## src/rtl/ust_consts.svh

```systemverilog
// Constants for the microsecond timer and interrupt source block.
// Assumes inclusion by bare name from rtl/; definitions only.
`ifndef UST_CONSTS_SVH
`define UST_CONSTS_SVH

// Clock and tick
`define UST_CLK_MHZ        250
`define UST_TICK_MHZ       1
`define UST_TICK_DIV       (`UST_CLK_MHZ / `UST_TICK_MHZ)
`define UST_DIV_W          8
`define UST_TMR_W          12
`define UST_TMR_LO_W       8
`define UST_TMR_HI_W       4
`define UST_BIT_128US      6
`define UST_BIT_1024US     9

// Register addresses
`define UST_ADDR_W         8
`define UST_A_TMR_LO       8'h00
`define UST_A_TMR_HI       8'h01
`define UST_A_IRQ_STAT     8'h02
`define UST_A_IRQ_MASK     8'h03
`define UST_A_CONV_EN      8'h04
`define UST_A_CONV_POL     8'h05
`define UST_A_GP_EN0       8'h08
`define UST_A_GP_CFG       8'h0C
`define UST_A_VECTOR       8'h0D
`define UST_HI_OFS         8'h10

// Sources
`define UST_NSRC           11
`define UST_NPORT          4
`define UST_SRC_T128       0
`define UST_SRC_T1024      1
`define UST_SRC_EP0        2
`define UST_NEP            5
`define UST_SRC_HUB        7
`define UST_SRC_CONV       8
`define UST_SRC_GPIO       9
`define UST_SRC_I2C        10
`define UST_VEC_NONE       4'hF

`endif

```

## src/rtl/ust_pkg.sv

```systemverilog
// Types for the microsecond timer and interrupt source block.
// Assumes the constants header is on the include path.
`include "ust_consts.svh"
package ust_pkg;
    typedef logic [`UST_TMR_W-1:0]  ust_tmr_t;
    typedef logic [`UST_NSRC-1:0]   ust_src_t;
    typedef logic [7:0]             ust_byte_t;
endpackage : ust_pkg

```

## src/rtl/ust_top.sv

```systemverilog
// Microsecond free-running timer, coherent read latch and interrupt sources.
// Assumes a 250 MHz clock, a single-cycle register port and pulse inputs
// from the USB endpoints, hub and two-wire master on the same clock.
//
// Our own choices: the register offsets and the strobed register port.
`timescale 1ns/100ps

module ust_top
    import ust_pkg::*;
(
    // Clock, reset, enable
    input  wire logic                    clk_i,
    input  wire logic                    nrst_i,
    input  wire logic                    ce_i,
    // Register port
    input  wire logic [`UST_ADDR_W-1:0]  addr_i,
    input  wire ust_byte_t               wdata_i,
    input  wire logic                    wr_i,
    input  wire logic                    rd_i,
    output ust_byte_t                    rdata_o,
    // Event sources (same clock, one-cycle pulses)
    input  wire logic [`UST_NEP-1:0]     ep_rx_done_i,
    input  wire logic [`UST_NEP-1:0]     ep_tx_done_i,
    input  wire logic                    hub_evt_i,
    input  wire logic                    i2c_evt_i,
    // Pins (asynchronous)
    input  wire ust_byte_t               conv_pin_i,
    input  wire ust_byte_t               gp_pin_i [`UST_NPORT],
    // Interrupt
    output logic                         irq_o,
    output logic [3:0]                   irq_vec_o
);
    // State
    logic [`UST_DIV_W-1:0] div_q, div_d;
    ust_tmr_t              tmr_q, tmr_d;
    logic [`UST_TMR_HI_W-1:0] hold_q, hold_d;
    ust_src_t              stat_q, stat_d, mask_q, mask_d;
    ust_byte_t             conv_en_q, conv_en_d, conv_pol_q, conv_pol_d;
    ust_byte_t             gp_en_q [`UST_NPORT];
    ust_byte_t             gp_en_d [`UST_NPORT];
    logic [`UST_NPORT-1:0] gp_cfg_q, gp_cfg_d;
    ust_byte_t             rdata_d;
    logic                  irq_d;
    logic [3:0]            vec_d;
    logic                  tick;
    logic                  conv_hit;
    logic [`UST_NPORT-1:0] gp_hit;
    ust_src_t              evt;

    // Tick divider: exact 250:1 division
    assign tick = (div_q == `UST_DIV_W'(`UST_TICK_DIV - 1));

    // Converter-port edge detector, per-pin polarity
    ust_edge8 u_conv (
        .clk_i  (clk_i),
        .nrst_i (nrst_i),
        .ce_i   (ce_i),
        .pin_i  (conv_pin_i),
        .en_i   (conv_en_q),
        .fall_i (conv_pol_q),
        .hit_o  (conv_hit)
    );

    // GPIO ports, polarity replicated from each port's config bit
    for (genvar p = 0; p < `UST_NPORT; p++) begin : g_gp
        ust_edge8 u_gp (
            .clk_i  (clk_i),
            .nrst_i (nrst_i),
            .ce_i   (ce_i),
            .pin_i  (gp_pin_i[p]),
            .en_i   (gp_en_q[p]),
            .fall_i ({8{gp_cfg_q[p]}}),
            .hit_o  (gp_hit[p])
        );
    end

    // Event vector assembly
    always_comb begin
        evt = '0;
        evt[`UST_SRC_T128]  = tick && (tmr_q[`UST_BIT_128US-1:0] == '1)
                              && !tmr_q[`UST_BIT_128US];
        evt[`UST_SRC_T1024] = tick && (tmr_q[`UST_BIT_1024US-1:0] == '1)
                              && !tmr_q[`UST_BIT_1024US];
        evt[`UST_SRC_EP0 +: `UST_NEP] = ep_rx_done_i | ep_tx_done_i;
        evt[`UST_SRC_HUB]   = hub_evt_i;
        evt[`UST_SRC_CONV]  = conv_hit;
        evt[`UST_SRC_GPIO]  = |gp_hit;
        evt[`UST_SRC_I2C]   = i2c_evt_i;
        if (!ce_i) begin
            evt = '0;
        end
    end

    // Timer and holding register next state
    always_comb begin
        div_d  = tick ? '0 : div_q + `UST_DIV_W'(1);
        tmr_d  = tick ? tmr_q + ust_tmr_t'(1) : tmr_q;
        hold_d = hold_q;
        if (rd_i && addr_i == `UST_A_TMR_LO) begin
            hold_d = tmr_q[`UST_TMR_W-1:`UST_TMR_LO_W];
        end
    end

    // Control registers and sticky status next state
    always_comb begin
        mask_d     = mask_q;
        conv_en_d  = conv_en_q;
        conv_pol_d = conv_pol_q;
        gp_en_d    = gp_en_q;
        gp_cfg_d   = gp_cfg_q;
        stat_d     = stat_q;
        if (wr_i) begin
            if (addr_i == `UST_A_IRQ_STAT) begin
                stat_d = stat_q & ~ust_src_t'({wdata_i, 3'h0} >> 3);
            end else if (addr_i == `UST_A_IRQ_MASK) begin
                mask_d[7:0] = wdata_i;                     // Upper mask bits untouched
            end else if (addr_i == `UST_A_CONV_EN) begin
                conv_en_d = wdata_i;
            end else if (addr_i == `UST_A_CONV_POL) begin
                conv_pol_d = wdata_i;
            end else if (addr_i >= `UST_A_GP_EN0 && addr_i < `UST_A_GP_CFG) begin
                gp_en_d[addr_i[1:0]] = wdata_i;
            end else if (addr_i == `UST_A_GP_CFG) begin
                gp_cfg_d = wdata_i[`UST_NPORT-1:0];
            end
        end
        // Upper mask/status bits written through high byte alias
        if (wr_i && addr_i == (`UST_A_IRQ_MASK + `UST_HI_OFS)) begin
            mask_d[`UST_NSRC-1:8] = wdata_i[`UST_NSRC-9:0];
        end
        if (wr_i && addr_i == (`UST_A_IRQ_STAT + `UST_HI_OFS)) begin
            stat_d[`UST_NSRC-1:8] = stat_q[`UST_NSRC-1:8] & ~wdata_i[`UST_NSRC-9:0];
        end
        stat_d = stat_d | evt;                             // Set wins over clear
    end

    // Read data, interrupt and vector
    always_comb begin
        rdata_d = 8'h00;
        if (rd_i) begin
            if (addr_i == `UST_A_TMR_LO) begin
                rdata_d = tmr_q[`UST_TMR_LO_W-1:0];
            end else if (addr_i == `UST_A_TMR_HI) begin
                rdata_d = {4'h0, hold_q};
            end else if (addr_i == `UST_A_IRQ_STAT) begin
                rdata_d = stat_q[7:0];
            end else if (addr_i == `UST_A_IRQ_STAT + `UST_HI_OFS) begin
                rdata_d = {5'h00, stat_q[`UST_NSRC-1:8]};
            end else if (addr_i == `UST_A_IRQ_MASK) begin
                rdata_d = mask_q[7:0];
            end else if (addr_i == `UST_A_IRQ_MASK + `UST_HI_OFS) begin
                rdata_d = {5'h00, mask_q[`UST_NSRC-1:8]};
            end else if (addr_i == `UST_A_CONV_EN) begin
                rdata_d = conv_en_q;
            end else if (addr_i == `UST_A_CONV_POL) begin
                rdata_d = conv_pol_q;
            end else if (addr_i >= `UST_A_GP_EN0 && addr_i < `UST_A_GP_CFG) begin
                rdata_d = gp_en_q[addr_i[1:0]];
            end else if (addr_i == `UST_A_GP_CFG) begin
                rdata_d = {4'h0, gp_cfg_q};
            end else if (addr_i == `UST_A_VECTOR) begin
                rdata_d = {4'h0, irq_vec_o};
            end
        end
        irq_d = |(stat_d & mask_d);
        vec_d = `UST_VEC_NONE;
        for (int i = `UST_NSRC - 1; i >= 0; i--) begin
            if (stat_d[i] && mask_d[i]) begin
                vec_d = 4'(i);                             // Lowest index has priority
            end
        end
    end

    // Register all state
    always_ff @(posedge clk_i) begin
        if (!nrst_i) begin
            div_q      <= '0;
            tmr_q      <= '0;
            hold_q     <= '0;
            stat_q     <= '0;
            mask_q     <= '0;
            conv_en_q  <= 8'h00;
            conv_pol_q <= 8'h00;
            gp_en_q    <= '{default: 8'h00};
            gp_cfg_q   <= '0;
            rdata_o    <= 8'h00;
            irq_o      <= 1'b0;
            irq_vec_o  <= `UST_VEC_NONE;
        end else if (ce_i) begin
            div_q      <= div_d;
            tmr_q      <= tmr_d;
            hold_q     <= hold_d;
            stat_q     <= stat_d;
            mask_q     <= mask_d;
            conv_en_q  <= conv_en_d;
            conv_pol_q <= conv_pol_d;
            gp_en_q    <= gp_en_d;
            gp_cfg_q   <= gp_cfg_d;
            rdata_o    <= rdata_d;
            irq_o      <= irq_d;
            irq_vec_o  <= vec_d;
        end
    end
endmodule : ust_top

```

## src/rtl/ust_edge8.sv

```systemverilog
// Eight-pin synchroniser and selectable edge detector with enable mask.
// Assumes asynchronous pin inputs and a shared clock enable.
`timescale 1ns/100ps
module ust_edge8
    import ust_pkg::*;
(
    // Clock and reset
    input  wire logic       clk_i,
    input  wire logic       nrst_i,
    input  wire logic       ce_i,
    // Pins and control
    input  wire ust_byte_t  pin_i,
    input  wire ust_byte_t  en_i,
    input  wire ust_byte_t  fall_i,
    // Result
    output logic            hit_o
);
    ust_byte_t s1_q, s1_d, s2_q, s2_d, old_q, old_d;

    // Two-stage sync then previous-value store
    always_comb begin
        s1_d  = pin_i;
        s2_d  = s1_q;
        old_d = s2_q;
    end

    always_ff @(posedge clk_i) begin
        if (!nrst_i) begin
            s1_q  <= 8'h00;
            s2_q  <= 8'h00;
            old_q <= 8'h00;
        end else if (ce_i) begin
            s1_q  <= s1_d;
            s2_q  <= s2_d;
            old_q <= old_d;
        end
    end

    // Rising when fall bit low, falling when high; masked per pin
    assign hit_o = ce_i && |(en_i & ((~fall_i & s2_q & ~old_q) | (fall_i & ~s2_q & old_q)));
endmodule : ust_edge8

```

## config.mk

```make
export PLATFORM = sky130hd
export DESIGN_NAME = ust_top
export DESIGN_NICKNAME = d
export VERILOG_FILES = /design/src/rtl/ust_pkg.sv /design/src/rtl/ust_top.sv /design/src/rtl/ust_edge8.sv
export VERILOG_INCLUDE_DIRS = /design/src /design/src/rtl
export SDC_FILE = /design/constraint.sdc
export NUM_CORES = 1
export LEC_CHECK = 0
export ABC_AREA = 1
export BUFFER_PORTS_ARGS = -buffer_cell sky130_fd_sc_hd__buf_2
export CAP_MARGIN = 20
export CORE_MARGIN = 2
export CORE_UTILIZATION = 54
export CTS_CLUSTER_SIZE = 20
export DETAILED_ROUTE_END_ITERATION = 10
export GPL_ROUTABILITY_DRIVEN = 0
export PLACE_DENSITY_LB_ADDON = 0.12
export SYNTH_ARGS = -nofsm -noshare
export SYNTH_HDL_FRONTEND = slang
export SYNTH_SLANG_ARGS = --single-unit
```

## constraint.sdc

```tcl
create_clock -name clk_i -period 2 [get_ports clk_i]
set_clock_uncertainty 0.2 [all_clocks]
set_input_delay 0.3 -clock clk_i [delete_from_list [all_inputs] [get_ports clk_i]]
set_output_delay 0.3 -clock clk_i [all_outputs]
set_load 0.02 [all_outputs]
```

Yosys cells after proc, flatten, opt, wreduce, memory -nomap -nowiden
Cells that the tools add are included.
{"block": "classes", "addsub": 2, "order_cmp": 4, "n_eq_ne": 12, "mux": 38, "bitwise": 58, "n_reduce_logical": 41}
{"cell": "AND 8 bit", "n": 25}
{"cell": "two-way mux 8 bit", "n": 17}
{"cell": "NOT 8 bit", "n": 15}
{"cell": "two-way mux 4 bit", "n": 12}
{"cell": "OR 8 bit", "n": 5}
{"cell": "OR reduction 8 bit", "n": 5}
{"cell": "two-way mux 11 bit", "n": 3}
{"cell": "bitwise mux 32 bit", "n": 1}
{"cell": "logical AND 1 bit", "n": 25}
{"cell": "AND 11 bit", "n": 2}
{"cell": "binary-select mux 8 bit (select 2 bit)", "n": 1}
{"cell": "demux 8 bit (select 2 bit)", "n": 1}
{"cell": "equality test 8 x 2 -> 1 bit (second input constant)", "n": 2}
{"cell": "equality test 8 x 3 -> 1 bit (second input constant)", "n": 2}
{"cell": "equality test 8 x 4 -> 1 bit (second input constant)", "n": 2}
{"cell": "equality test 8 x 5 -> 1 bit (second input constant)", "n": 2}
{"cell": "adder 12 x 1 -> 12 bit (second input constant)", "n": 1}
{"cell": "NOT 8 -> 11 bit", "n": 1}
{"cell": "OR 11 bit", "n": 1}
{"cell": "OR reduction 11 bit", "n": 1}
{"cell": "equality test 9 bit (second input constant)", "n": 1}
{"cell": "two-way mux 3 bit", "n": 3}
{"cell": "adder 8 x 1 -> 8 bit (second input constant)", "n": 1}
{"cell": "equality test 8 x 1 -> 1 bit (second input constant)", "n": 1}
{"cell": "19 further kinds", "n": 25}
{"block": "word_totals", "register_bits": 231, "input_bits": 73, "output_inout_bits": 13, "word_cells": 185}

Logic depth before layout (Yosys ltp)
Gate-level depths: netlist (run 1).
{"block": "depth", "ltp_word": 22, "depth_mapped": 25, "depth_no_buf": 23}

Modules after synthesis
Synthesis (run 1) repeated with hierarchy kept, for this count alone.
{"block": "unflattened", "hier_cells": 1516, "hier_area_um2": 10595.2}
{"mod": "ust_top", "instances": 1, "cells_per_inst": 801, "area_each_um2": 5490.3, "seq_area_each_um2": 2222.1}
{"mod": "ust_edge8", "instances": 5, "cells_per_inst": 143, "area_each_um2": 1021.0, "seq_area_each_um2": 480.5}

Least setup slack after synthesis (run 1)
OpenSTA, ideal clock, no wires.
{"block": "synth_timing", "path_kind": "in2reg", "from": "input port addr_i[7]", "to": "register irq_o", "setup_time_ps": 114, "t_arrival_ps": 1702, "t_required_ps": 1686, "path_slack_ps": -16, "cell_stages": 15, "n_path_buf": 1, "cell_sequence": "nor2_2 > nand3_4 > nor2_4 > nand2_2 > inv_2 > nand2_2 > buf_6 > nand2_1 > o21ai_0 > nand2_1 > nand2_1 > nor2_1 > nand2_1 > o221ai_2 > inv_2"}
{"block": "synth_between", "elab_chain_len": 7, "word_cells_on_any_way": 16, "classes_between": "4 x eq/ne; 7 x mux; 2 x bitwise; 3 x reduce/logical"}
{"element": "start, declared", "line_no": "ust_top.sv:16", "text": "input wire logic [`UST_ADDR_W-1:0] addr_i,"}
{"element": "equality test 8 x 2 -> 1 bit (no line)"}
{"element": "two-way mux 11 bit", "line_no": "ust_top.sv:113", "text": "if (addr_i == `UST_A_IRQ_STAT) begin"}
{"element": "two-way mux 11 bit", "line_no": "ust_top.sv:112", "text": "if (wr_i) begin"}
{"element": "two-way mux 3 bit", "line_no": "ust_top.sv:131", "text": "if (wr_i && addr_i == (`UST_A_IRQ_STAT + `UST_HI_OFS)) begin"}
{"element": "OR 11 bit", "line_no": "ust_top.sv:134", "text": "stat_d = stat_d | evt;"}
{"element": "AND 11 bit (*)", "line_no": "ust_top.sv:165", "text": "irq_d = |(stat_d & mask_d);"}
{"element": "OR reduction 11 bit (*)", "line_no": "ust_top.sv:165"}
{"element": "end signal, assigned", "line_no": "ust_top.sv:200", "text": "irq_o <= irq_d;"}
{"element": "end, declared", "line_no": "ust_top.sv:30", "text": "output logic irq_o,"}
Every way passes the cells marked *; elsewhere a longest branch is shown, timed or not.
A chain may end at the register's enable or synchronous reset.

Worst setup path after layout (run 1)
{"block": "layout_timing", "from": "register gp_cfg_q[3]", "to": "register irq_vec_o[2]"}
{"block": "layout_between", "elab_chain_len": 21, "word_cells_on_any_way": 23, "classes_between": "11 x mux; 8 x bitwise; 4 x reduce/logical"}
{"element": "start, declared", "line_no": "ust_top.sv:41", "text": "logic [`UST_NPORT-1:0] gp_cfg_q, gp_cfg_d;"}
{"element": "start signal, assigned", "line_no": "ust_top.sv:198", "text": "gp_cfg_q <= gp_cfg_d;"}
{"element": "NOT 8 bit", "line_no": "ust_edge8.sv:40", "text": "assign hit_o = ce_i && |(en_i & ((~fall_i & s2_q & ~old_q) | (fall_i & ~s2_q & old_q)));"}
{"element": "AND 8 bit (2 in a row)", "line_no": "ust_edge8.sv:40"}
{"element": "OR 8 bit (*)", "line_no": "ust_edge8.sv:40"}
{"element": "AND 8 bit (*)", "line_no": "ust_edge8.sv:40"}
{"element": "OR reduction 8 bit (*)", "line_no": "ust_edge8.sv:40"}
{"element": "logical AND 1 bit (*)", "line_no": "ust_edge8.sv:40"}
{"element": "OR reduction 4 bit (*)", "line_no": "ust_top.sv:87", "text": "evt[`UST_SRC_GPIO] = |gp_hit;"}
{"element": "two-way mux 11 bit (*)", "line_no": "ust_top.sv:89", "text": "if (!ce_i) begin"}
{"element": "OR 11 bit (*)", "line_no": "ust_top.sv:134"}
{"element": "logical AND 1 bit (*)", "line_no": "ust_top.sv:168", "text": "if (stat_d[i] && mask_d[i]) begin"}
{"element": "two-way mux 4 bit (*) (10 in a row)", "line_no": "ust_top.sv:168"}
{"element": "end signal, assigned", "line_no": "ust_top.sv:188", "text": "irq_vec_o <= `UST_VEC_NONE;"}
{"element": "end signal, assigned", "line_no": "ust_top.sv:201", "text": "irq_vec_o <= vec_d;"}
{"element": "end, declared", "line_no": "ust_top.sv:31", "text": "output logic [3:0] irq_vec_o"}
Marked as above.

==> metrics.csv, run 1 <==
stage,metric,value,unit
outcome,status,finished with violations,
outcome,failing checks,setup timing,
die,I/O pin count,86,
worst_setup_path,Worst setup SP type,flop,
die,chip height,143,um
pwr,VDD IR max,606,uV
clocking,clock buffer depth,3,
synthesis,Syn Nets,1560,
worst_setup_path,crit path kind,flop to flop,
sta,post-layout minimum cycle time,2.38,ns
routing,routed wire length,30.2,mm
sta,hold_ws,0.0159,ns
synthesis,most common flop cell mapped by yosys,dfxtp_1,
routing,ANT nets after route,0,
job,Max-Cap Viols,0,
routing,DRC,0,
worst_setup_path,CP required,2.20,ns
min_path,Hold WC Path Type,input port to flop,
worst_setup_path,Crit Path Max Fanout,8,
worst_setup_path,CP max-delay cell,dfxtp_4,
clocking,htree depth,1,
cells_and_area,NumNets Final,1812,
grt,GRT overflow,0,
clocking,CTS Root Cell,clkbuf_16,
clocking,# clock sinks,231,
synthesis,"Distinct cells, synth",42,
clocking,Num CTS Buffers,25,
sta,Tightest Pin Transition,0.610,ns
synthesis,Synth area leader,dfxtp_1,
routing,DR vias/cell,5.40,
synthesis,"Seq/Total Area, Yosys",0.445,
pwr,Tot Pwr,0.0108,W
sta,final worst slack,-0.381,ns
die,row count,50,
worst_setup_path,"slowest stage delay, CP",0.37,ns
routing,WL/cell,15.2,um
grt,first-pass GRT wire length,49.2,mm
clocking,"Clk Latency, worst-skew pair",0.53,ns
synthesis,top cell type's share of synthesized area,0.445,
sta,worst rel slew slack,0.591,
worst_setup_path,arrival time at the worst endpoint,2.58,ns
cells_and_area,post-layout util,0.729,
grt,gr usage total,0.298,
cells_and_area,synthesis-to-finish area growth,31.8,%
pwr,leakage,6.06,nW
cells_and_area,share of post-route cells with drive strength above 1,0.201,
sta,fin. max-slew vios,0,
worst_setup_path,critical path's most frequent cell,nand2_2,
synthesis,Post-synth ARST share,0,
die,Die Area,0.0203,mm^2
worst_setup_path,Setup crit end kind,flop,
grt,vias in the first global route,10000,
worst_setup_path,crit path cell chain,clkinvlp_4 -> o21ai_0 -> nand3_2 -> nand2_1 -> nor2_1 -> nand2_1 -> nand2_2 -> nand2_2 -> nor2_4 -> nand2_2 -> nand2_2 -> buf_4 -> nand2_2 -> nor2_2 -> inv_2 -> nand2_1 -> a22oi_1 -> nand2_1,
placed_design,DP HPWL,20.1,mm
routing,via count,10700,
grt,initial antenna violation count,0,
synthesis,most instantiated cells after synthesis,"o21ai_0 (251), nor2_1 (239), dfxtp_1 (231), nand2_1 (211), inv_1 (147)",
synthesis,#FFs+latches synth,231,
synthesis,total number of yosys warnings,0,
grt,largest net degree at the start of global routing,79,
routing,Pre-antenna DRT Iters,5,
placed_design,port bufs,85,
synthesis,Post-synth EDFFs,0,
routing,Iter 0 DRT Violations,788,
cells_and_area,number of diodes,0,
die,core box area,0.0188,mm^2
synthesis,Mapped Area,0.0104,mm^2
placed_design,Inst Count DP,1866,
sta,fmax,420,MHz
die,die width,143,um
die,initial core utilization,0.553,
synthesis,Mapped Cells,1483,
sta,total negative slack,-1.37,ns
pwr,PD cells,791,mW/mm^2
clocking,Worst-path clk slew,0.06,ns
sta,period utilization,1.19,
synthesis,"Avg Cell Area, Syn",7.00,um^2
sta,# setup viols final,6,
sta,unrepaired setup endpoints after global routing,yes,
cells_and_area,fin cells,1985,
sta,final hold violations,0,
synthesis,synth top area cells,"dfxtp_1 (45%), o21ai_0 (12%), nor2_1 (8.6%)",
synthesis,most common cell in the netlist,o21ai_0,
clocking,CTS tree,done,
-- cells in the final DEF (no fill, tap or decap), types with 9 or more instances in the layout --
cell / synthesis / layout
buf_2: 11 / 83
clkbuf_16: 0 / 25
nand3_1: 62 / 56
clkbuf_8: 0 / 10
nand2_2: 5 / 13
inv_1: 147 / 141
o21ai_1: 15 / 23
nand2_1: 211 / 200
o22ai_1: 16 / 16
buf_4: 4 / 143
o211ai_1: 9 / 9
nor2_1: 239 / 234
dfxtp_1: 231 / 225
o21ai_0: 251 / 243
inv_2: 11 / 14
dlygate4sd3_1: 0 / 66
a21oi_1: 136 / 135
-- path summary, 6_finish.rpt --
kind / start / end / slack [ns] / depth (start not counted)
setup / recovery: gp_cfg_q[3] / irq_vec_o[2] / -0.38 / 18
hold / removal: ep_tx_done_i[4] / stat_q[6] / 0.02 / 5
setup reg to reg: gp_cfg_q[3] / irq_vec_o[2] / -0.38 / 18
hold reg to reg: hold_q[0] / hold_q[0] / 0.26 / 2
-- metal layers --
| layer | track usage | share of wire |
|---|---|---|
| met1 | 0.408 | 0.45 |
| met2 | 0.485 | 0.46 |
| met3 | 0.0459 | 0.058 |
| met4 | 0.0943 | 0.032 |
| met5 | 0 | 0 |
-- cell families (layout without fill, tap and decap cells) --
family / count (synthesis) / count (layout) / synth area share
xor+xnor: 3 / 3 / 0.00253
simple gates: 561 / 561 / 0.228
flops: 231 / 231 / 0.445
compound gates: 450 / 450 / 0.229
fa+ha+maj: 4 / 4 / 0.00482
buf+inv: 234 / 502 / 0.0903
-- critical path: cells and delay by family (launching register included) --
kind,cells,cell delay (ns)
simple gates,13,0.89
compound gates,2,0.44
flops,1,0.37
buf+inv,3,0.35
-- cell type report --
| type | instances | area, um^2 |
|---|---|---|
| Clock buffer | 36 | 767 |
| Clock inverter | 7 | 91.3 |
| Fill cell | 1519 | 5080 |
| Inverter | 158 | 603 |
| Multi-Input combinational cell | 1018 | 5010 |
| Sequential cell | 231 | 4640 |
| Tap cell | 234 | 293 |
| Timing Repair Buffer | 299 | 2270 |
| Timing Repair inverter | 2 | 15.0 |
-- sequential cells by signal (all words and copies together), names as in the netlist --
register,cells
stat_q,11
g_gp.u_gp.s1_q,32
u_conv.old_d,8
div_q,8
irq_vec_o,4
gp_cfg_q,4
rdata_o,8
irq_o,1
u_conv.s1_q,8
g_gp.u_gp.old_q,32
tmr_q,12
conv_en_q,8
g_gp.u_gp.old_d,32
gp_en_q,32
u_conv.old_q,8
mask_q,11
hold_q,4
conv_pol_q,8
-- power breakdown --
part           internal [W]  switching [W]
clock network       0.00290        0.00187
logic              0.000497       0.000617
registers           0.00481       0.000139
total               0.00820        0.00263
-- metrics by stage --
stage,instance area (um^2),setup WS [ns]
2_1_floorplan,10400,0.00237
3_3_place_gp,11900,-0.505
3_5_place_dp,11900,-0.535
4_1_cts,13600,-0.316
5_1_grt,13700,-0.578
6_report,13700,-0.381
-- repair_timing --
item	CTS	global route
endpoints found under the setup margin	10	27
hold endpoints to repair	61	0
setup buffers	7	3
gates resized for setup	36	33
gates cloned	2	0
pin swaps	14	17
hold buffers	66	0
Power figures use the tool's default switching activity.
==> inputs of run 2 (changes only) <==
--- a/config.mk
+++ b/config.mk
@@ -17,4 +17,5 @@
 export PLACE_DENSITY_LB_ADDON = 0.12
 export SYNTH_ARGS = -nofsm -noshare
 export SYNTH_HDL_FRONTEND = slang
+export SYNTH_HIERARCHICAL = 1
 export SYNTH_SLANG_ARGS = --single-unit
==> run 2 against run 1 <==
Critical path depth is 5 higher. Non-clock buffer count fell by 1. Via count increased by 1.2%. The run still ends with setup timing left.
==> metrics.csv, run 2 <==
stage,metric,value,unit
synthesis,most common cell in the netlist,nand2_1,
job,Max-Cap Viols,0,
placed_design,dpl cell area,0.0123,mm^2
routing,via count,10800,
synthesis,most instantiated cells after synthesis,"nand2_1 (251), dfxtp_1 (231), o21ai_0 (222), nor2_1 (185), inv_1 (181)",
placed_design,DP HPWL,19.9,mm
min_path,Hold Path Cell Cnt,5,
synthesis,top cell type's share of synthesized area,0.436,
grt,largest net degree at the start of global routing,98,
clocking,Num CTS Buffers,26,
min_path,Hold WC Path Type,input port to flop,
die,Die Area,0.0208,mm^2
pwr,leakage,6.13,nW
synthesis,"Seq/Total Area, Yosys",0.436,
grt,vias in the first global route,9963,
sta,unrepaired setup endpoints after global routing,yes,
synthesis,#FFs+latches synth,231,
grt,initial antenna violation count,2,
min_path,hold path startpoint,wdata_i[1],
clocking,CTS Root Cell,clkbuf_16,
sta,worst rel slew slack,0.717,
pwr,VDD IR max,680,uV
clocking,clock buffer depth,3,
die,initial core utilization,0.548,
die,chip height,144,um
sta,fin. max-slew vios,0,
cells_and_area,NumNets Final,1858,
routing,Iter 0 DRT Violations,768,
routing,DR vias/cell,5.26,
worst_setup_path,Critical R2R Capture,irq_vec_o[0],
worst_setup_path,Worst setup SP type,flop,
outcome,failing checks,setup timing,
clocking,Worst-path clk slew,0.06,ns
worst_setup_path,crit path kind,flop to flop,
cells_and_area,synthesis-to-finish area growth,31.0,%
die,core box area,0.0193,mm^2
grt,GRT overflow,0,
sta,final hold violations,0,
grt,gr usage total,0.284,
worst_setup_path,arrival time at the worst endpoint,2.72,ns
grt,first-pass GRT wire length,47.7,mm
synthesis,Synth area leader,dfxtp_1,
die,die width,144,um
sta,final worst slack,-0.505,ns
synthesis,Mapped Cells,1516,
synthesis,most common flop cell mapped by yosys,dfxtp_1,
pwr,PD cells,760,mW/mm^2
routing,DRC,0,
synthesis,Mapped Area,0.0106,mm^2
sta,post-layout minimum cycle time,2.51,ns
worst_setup_path,CP required,2.21,ns
synthesis,Syn Nets,1593,
sta,fmax,399,MHz
min_path,sink of the worst hold path,mask_q[1],
synthesis,total number of yosys warnings,6,
cells_and_area,most frequent cells in the layout,"nand2_1 (248), dfxtp_1 (225), o21ai_0 (213)",
cells_and_area,share of post-route cells with drive strength above 1,0.196,
clocking,CTS tree,done,
synthesis,Post-synth ARST share,0,
routing,Pre-antenna DRT Iters,6,
die,row count,51,
sta,# setup viols final,8,
synthesis,"Distinct cells, synth",45,
cells_and_area,"most common cell after layout, fill and taps aside",nand2_1,
sta,period utilization,1.25,
synthesis,Post-synth EDFFs,0,
placed_design,port bufs,85,
worst_setup_path,R2R Setup Slk,-0.51,ns
clocking,htree depth,1,
clocking,# clock sinks,231,
worst_setup_path,Reg-to-Reg Start,gp_cfg_q[0],
die,I/O pin count,86,
clocking,"Clk Latency, worst-skew pair",0.52,ns
cells_and_area,post-layout util,0.718,
routing,WL/cell,14.4,um
sta,Tightest Pin Transition,0.425,ns
worst_setup_path,R2R cell count,23,
outcome,status,finished with violations,
cells_and_area,final instance area,0.0139,mm^2
routing,ANT nets after route,0,
synthesis,"Avg Cell Area, Syn",6.99,um^2
worst_setup_path,Crit Path Max Fanout,8,
worst_setup_path,Setup crit end kind,flop,
synthesis,synth top area cells,"dfxtp_1 (44%), o21ai_0 (10%), nand2_1 (8.9%)",
routing,routed wire length,29.8,mm
-- run 2: changes by cell type after synthesis, moves of 10 or more --
cell and change:
nor2_1 -54, nand2_1 +40, inv_1 +34, o21ai_0 -29, clkbuf_1 -26, a21oi_1 +25
o21bai_1 +17, nand3_1 +15, o22ai_1 -12, buf_2 +10
-- run 2: routing by layer --
| metal | GRT usage | vias to the layer above | wire length, um |
|---|---|---|---|
| met3 | 0.0430 | 64 | 1750 |
| met5 | 0 | - | 0 |
| li1 | - | 5507 | - |
| met4 | 0.0743 | 0 | 812 |
| met1 | 0.379 | 4969 | 13400 |
| met2 | 0.481 | 308 | 13800 |
-- run 2: worst max-delay path by stage --
| stage | startpoint | depth (start not counted) | endpoint | slack [ns] |
|---|---|---|---|---|
| 2_1_floorplan | gp_cfg_q[3] | 22 | irq_vec_o[0] | -0.17 |
| 3_3_place_gp | gp_cfg_q[2] | 22 | irq_vec_o[0] | -0.58 |
| 3_5_place_dp | gp_cfg_q[1] | 22 | irq_vec_o[0] | -0.68 |
| 4_1_cts | gp_cfg_q[0] | 23 | irq_vec_o[0] | -0.48 |
| 5_1_grt | gp_cfg_q[0] | 23 | irq_vec_o[0] | -0.76 |
| 6_report | gp_cfg_q[0] | 23 | irq_vec_o[0] | -0.51 |
-- run 2: area by class of cell --
cell class / instances / area, um^2
antenna: 1 / 2.50
clock buffer: 43 / 796
clock inverter: 2 / 13.8
fill: 1584 / 5460
inverter: 193 / 731
multi-input combinational: 1031 / 5060
sequential: 231 / 4640
tap: 265 / 332
timing repair buffer: 298 / 2300
-- run 2: logic make-up (layout without fill, tap and decap cells) --
group / Yosys count / in the layout / synth area share
other: 0 / 1 / 0
AND/OR/NAND/NOR: 571 / 571 / 0.233
adder cells (fa/ha/maj): 4 / 4 / 0.00472
buffers and inverters: 254 / 536 / 0.0974
flip-flops: 231 / 231 / 0.436
AO/OA/AOI/OAI: 456 / 456 / 0.228
-- run 2: where the power goes --
group | leakage, nW | internal, W | switching, W
logic | 3.83 | 0.000485 | 0.000627
clock network | 0.396 | 0.00269 | 0.00182
registers | 1.90 | 0.00481 | 0.000122
total | 6.13 | 0.00798 | 0.00257
-- run 2: timing repair --
item                                   in CTS  in global routing
gates resized for setup                    24                 31
pin swaps                                   9                 15
setup endpoints to repair                   8                 30
gates cloned                                0                  0
hold buffers                               56                  0
setup buffers                               5                  6
endpoints found under the hold margin      61                  0
-- run 2: worst max-delay path, stage by stage, from the launching register on --
cell and delay (ns):
dfxtp_4 0.37, buf_12 0.13, inv_2 0.03, nand3_1 0.06
nand2_1 0.05, nand2_1 0.05, nand2_1 0.06, nor2_2 0.12
a21oi_2 0.07, or2_4 0.26, o31ai_4 0.26, nand2_2 0.12
nand2_2 0.09, nand2_1 0.05, nand2_1 0.06, nand2_1 0.04
nand2_1 0.05, nand2_1 0.05, nand2_1 0.05, nand2_1 0.05
nand2_1 0.05, nand2_1 0.04, nand2_1 0.06, nand2_1 0.04
-- run 2: stage by stage --
stage	cells	power, W	setup WS, ns	hold WS, ns	TNS (ns)
finish	2064	0.0106	-0.505	0.0263	-2.48
global route	2063	0.0110	-0.758	0.0311	-4.03
CTS	2060	0.0106	-0.476	0.00126	-2.16
detailed placement	1955	0.00601	-0.680	0.253	-19.48
global placement	1955	0.00598	-0.583	0.247	-16.99
floorplan	1516	0.00560	-0.175	0.230	-0.252
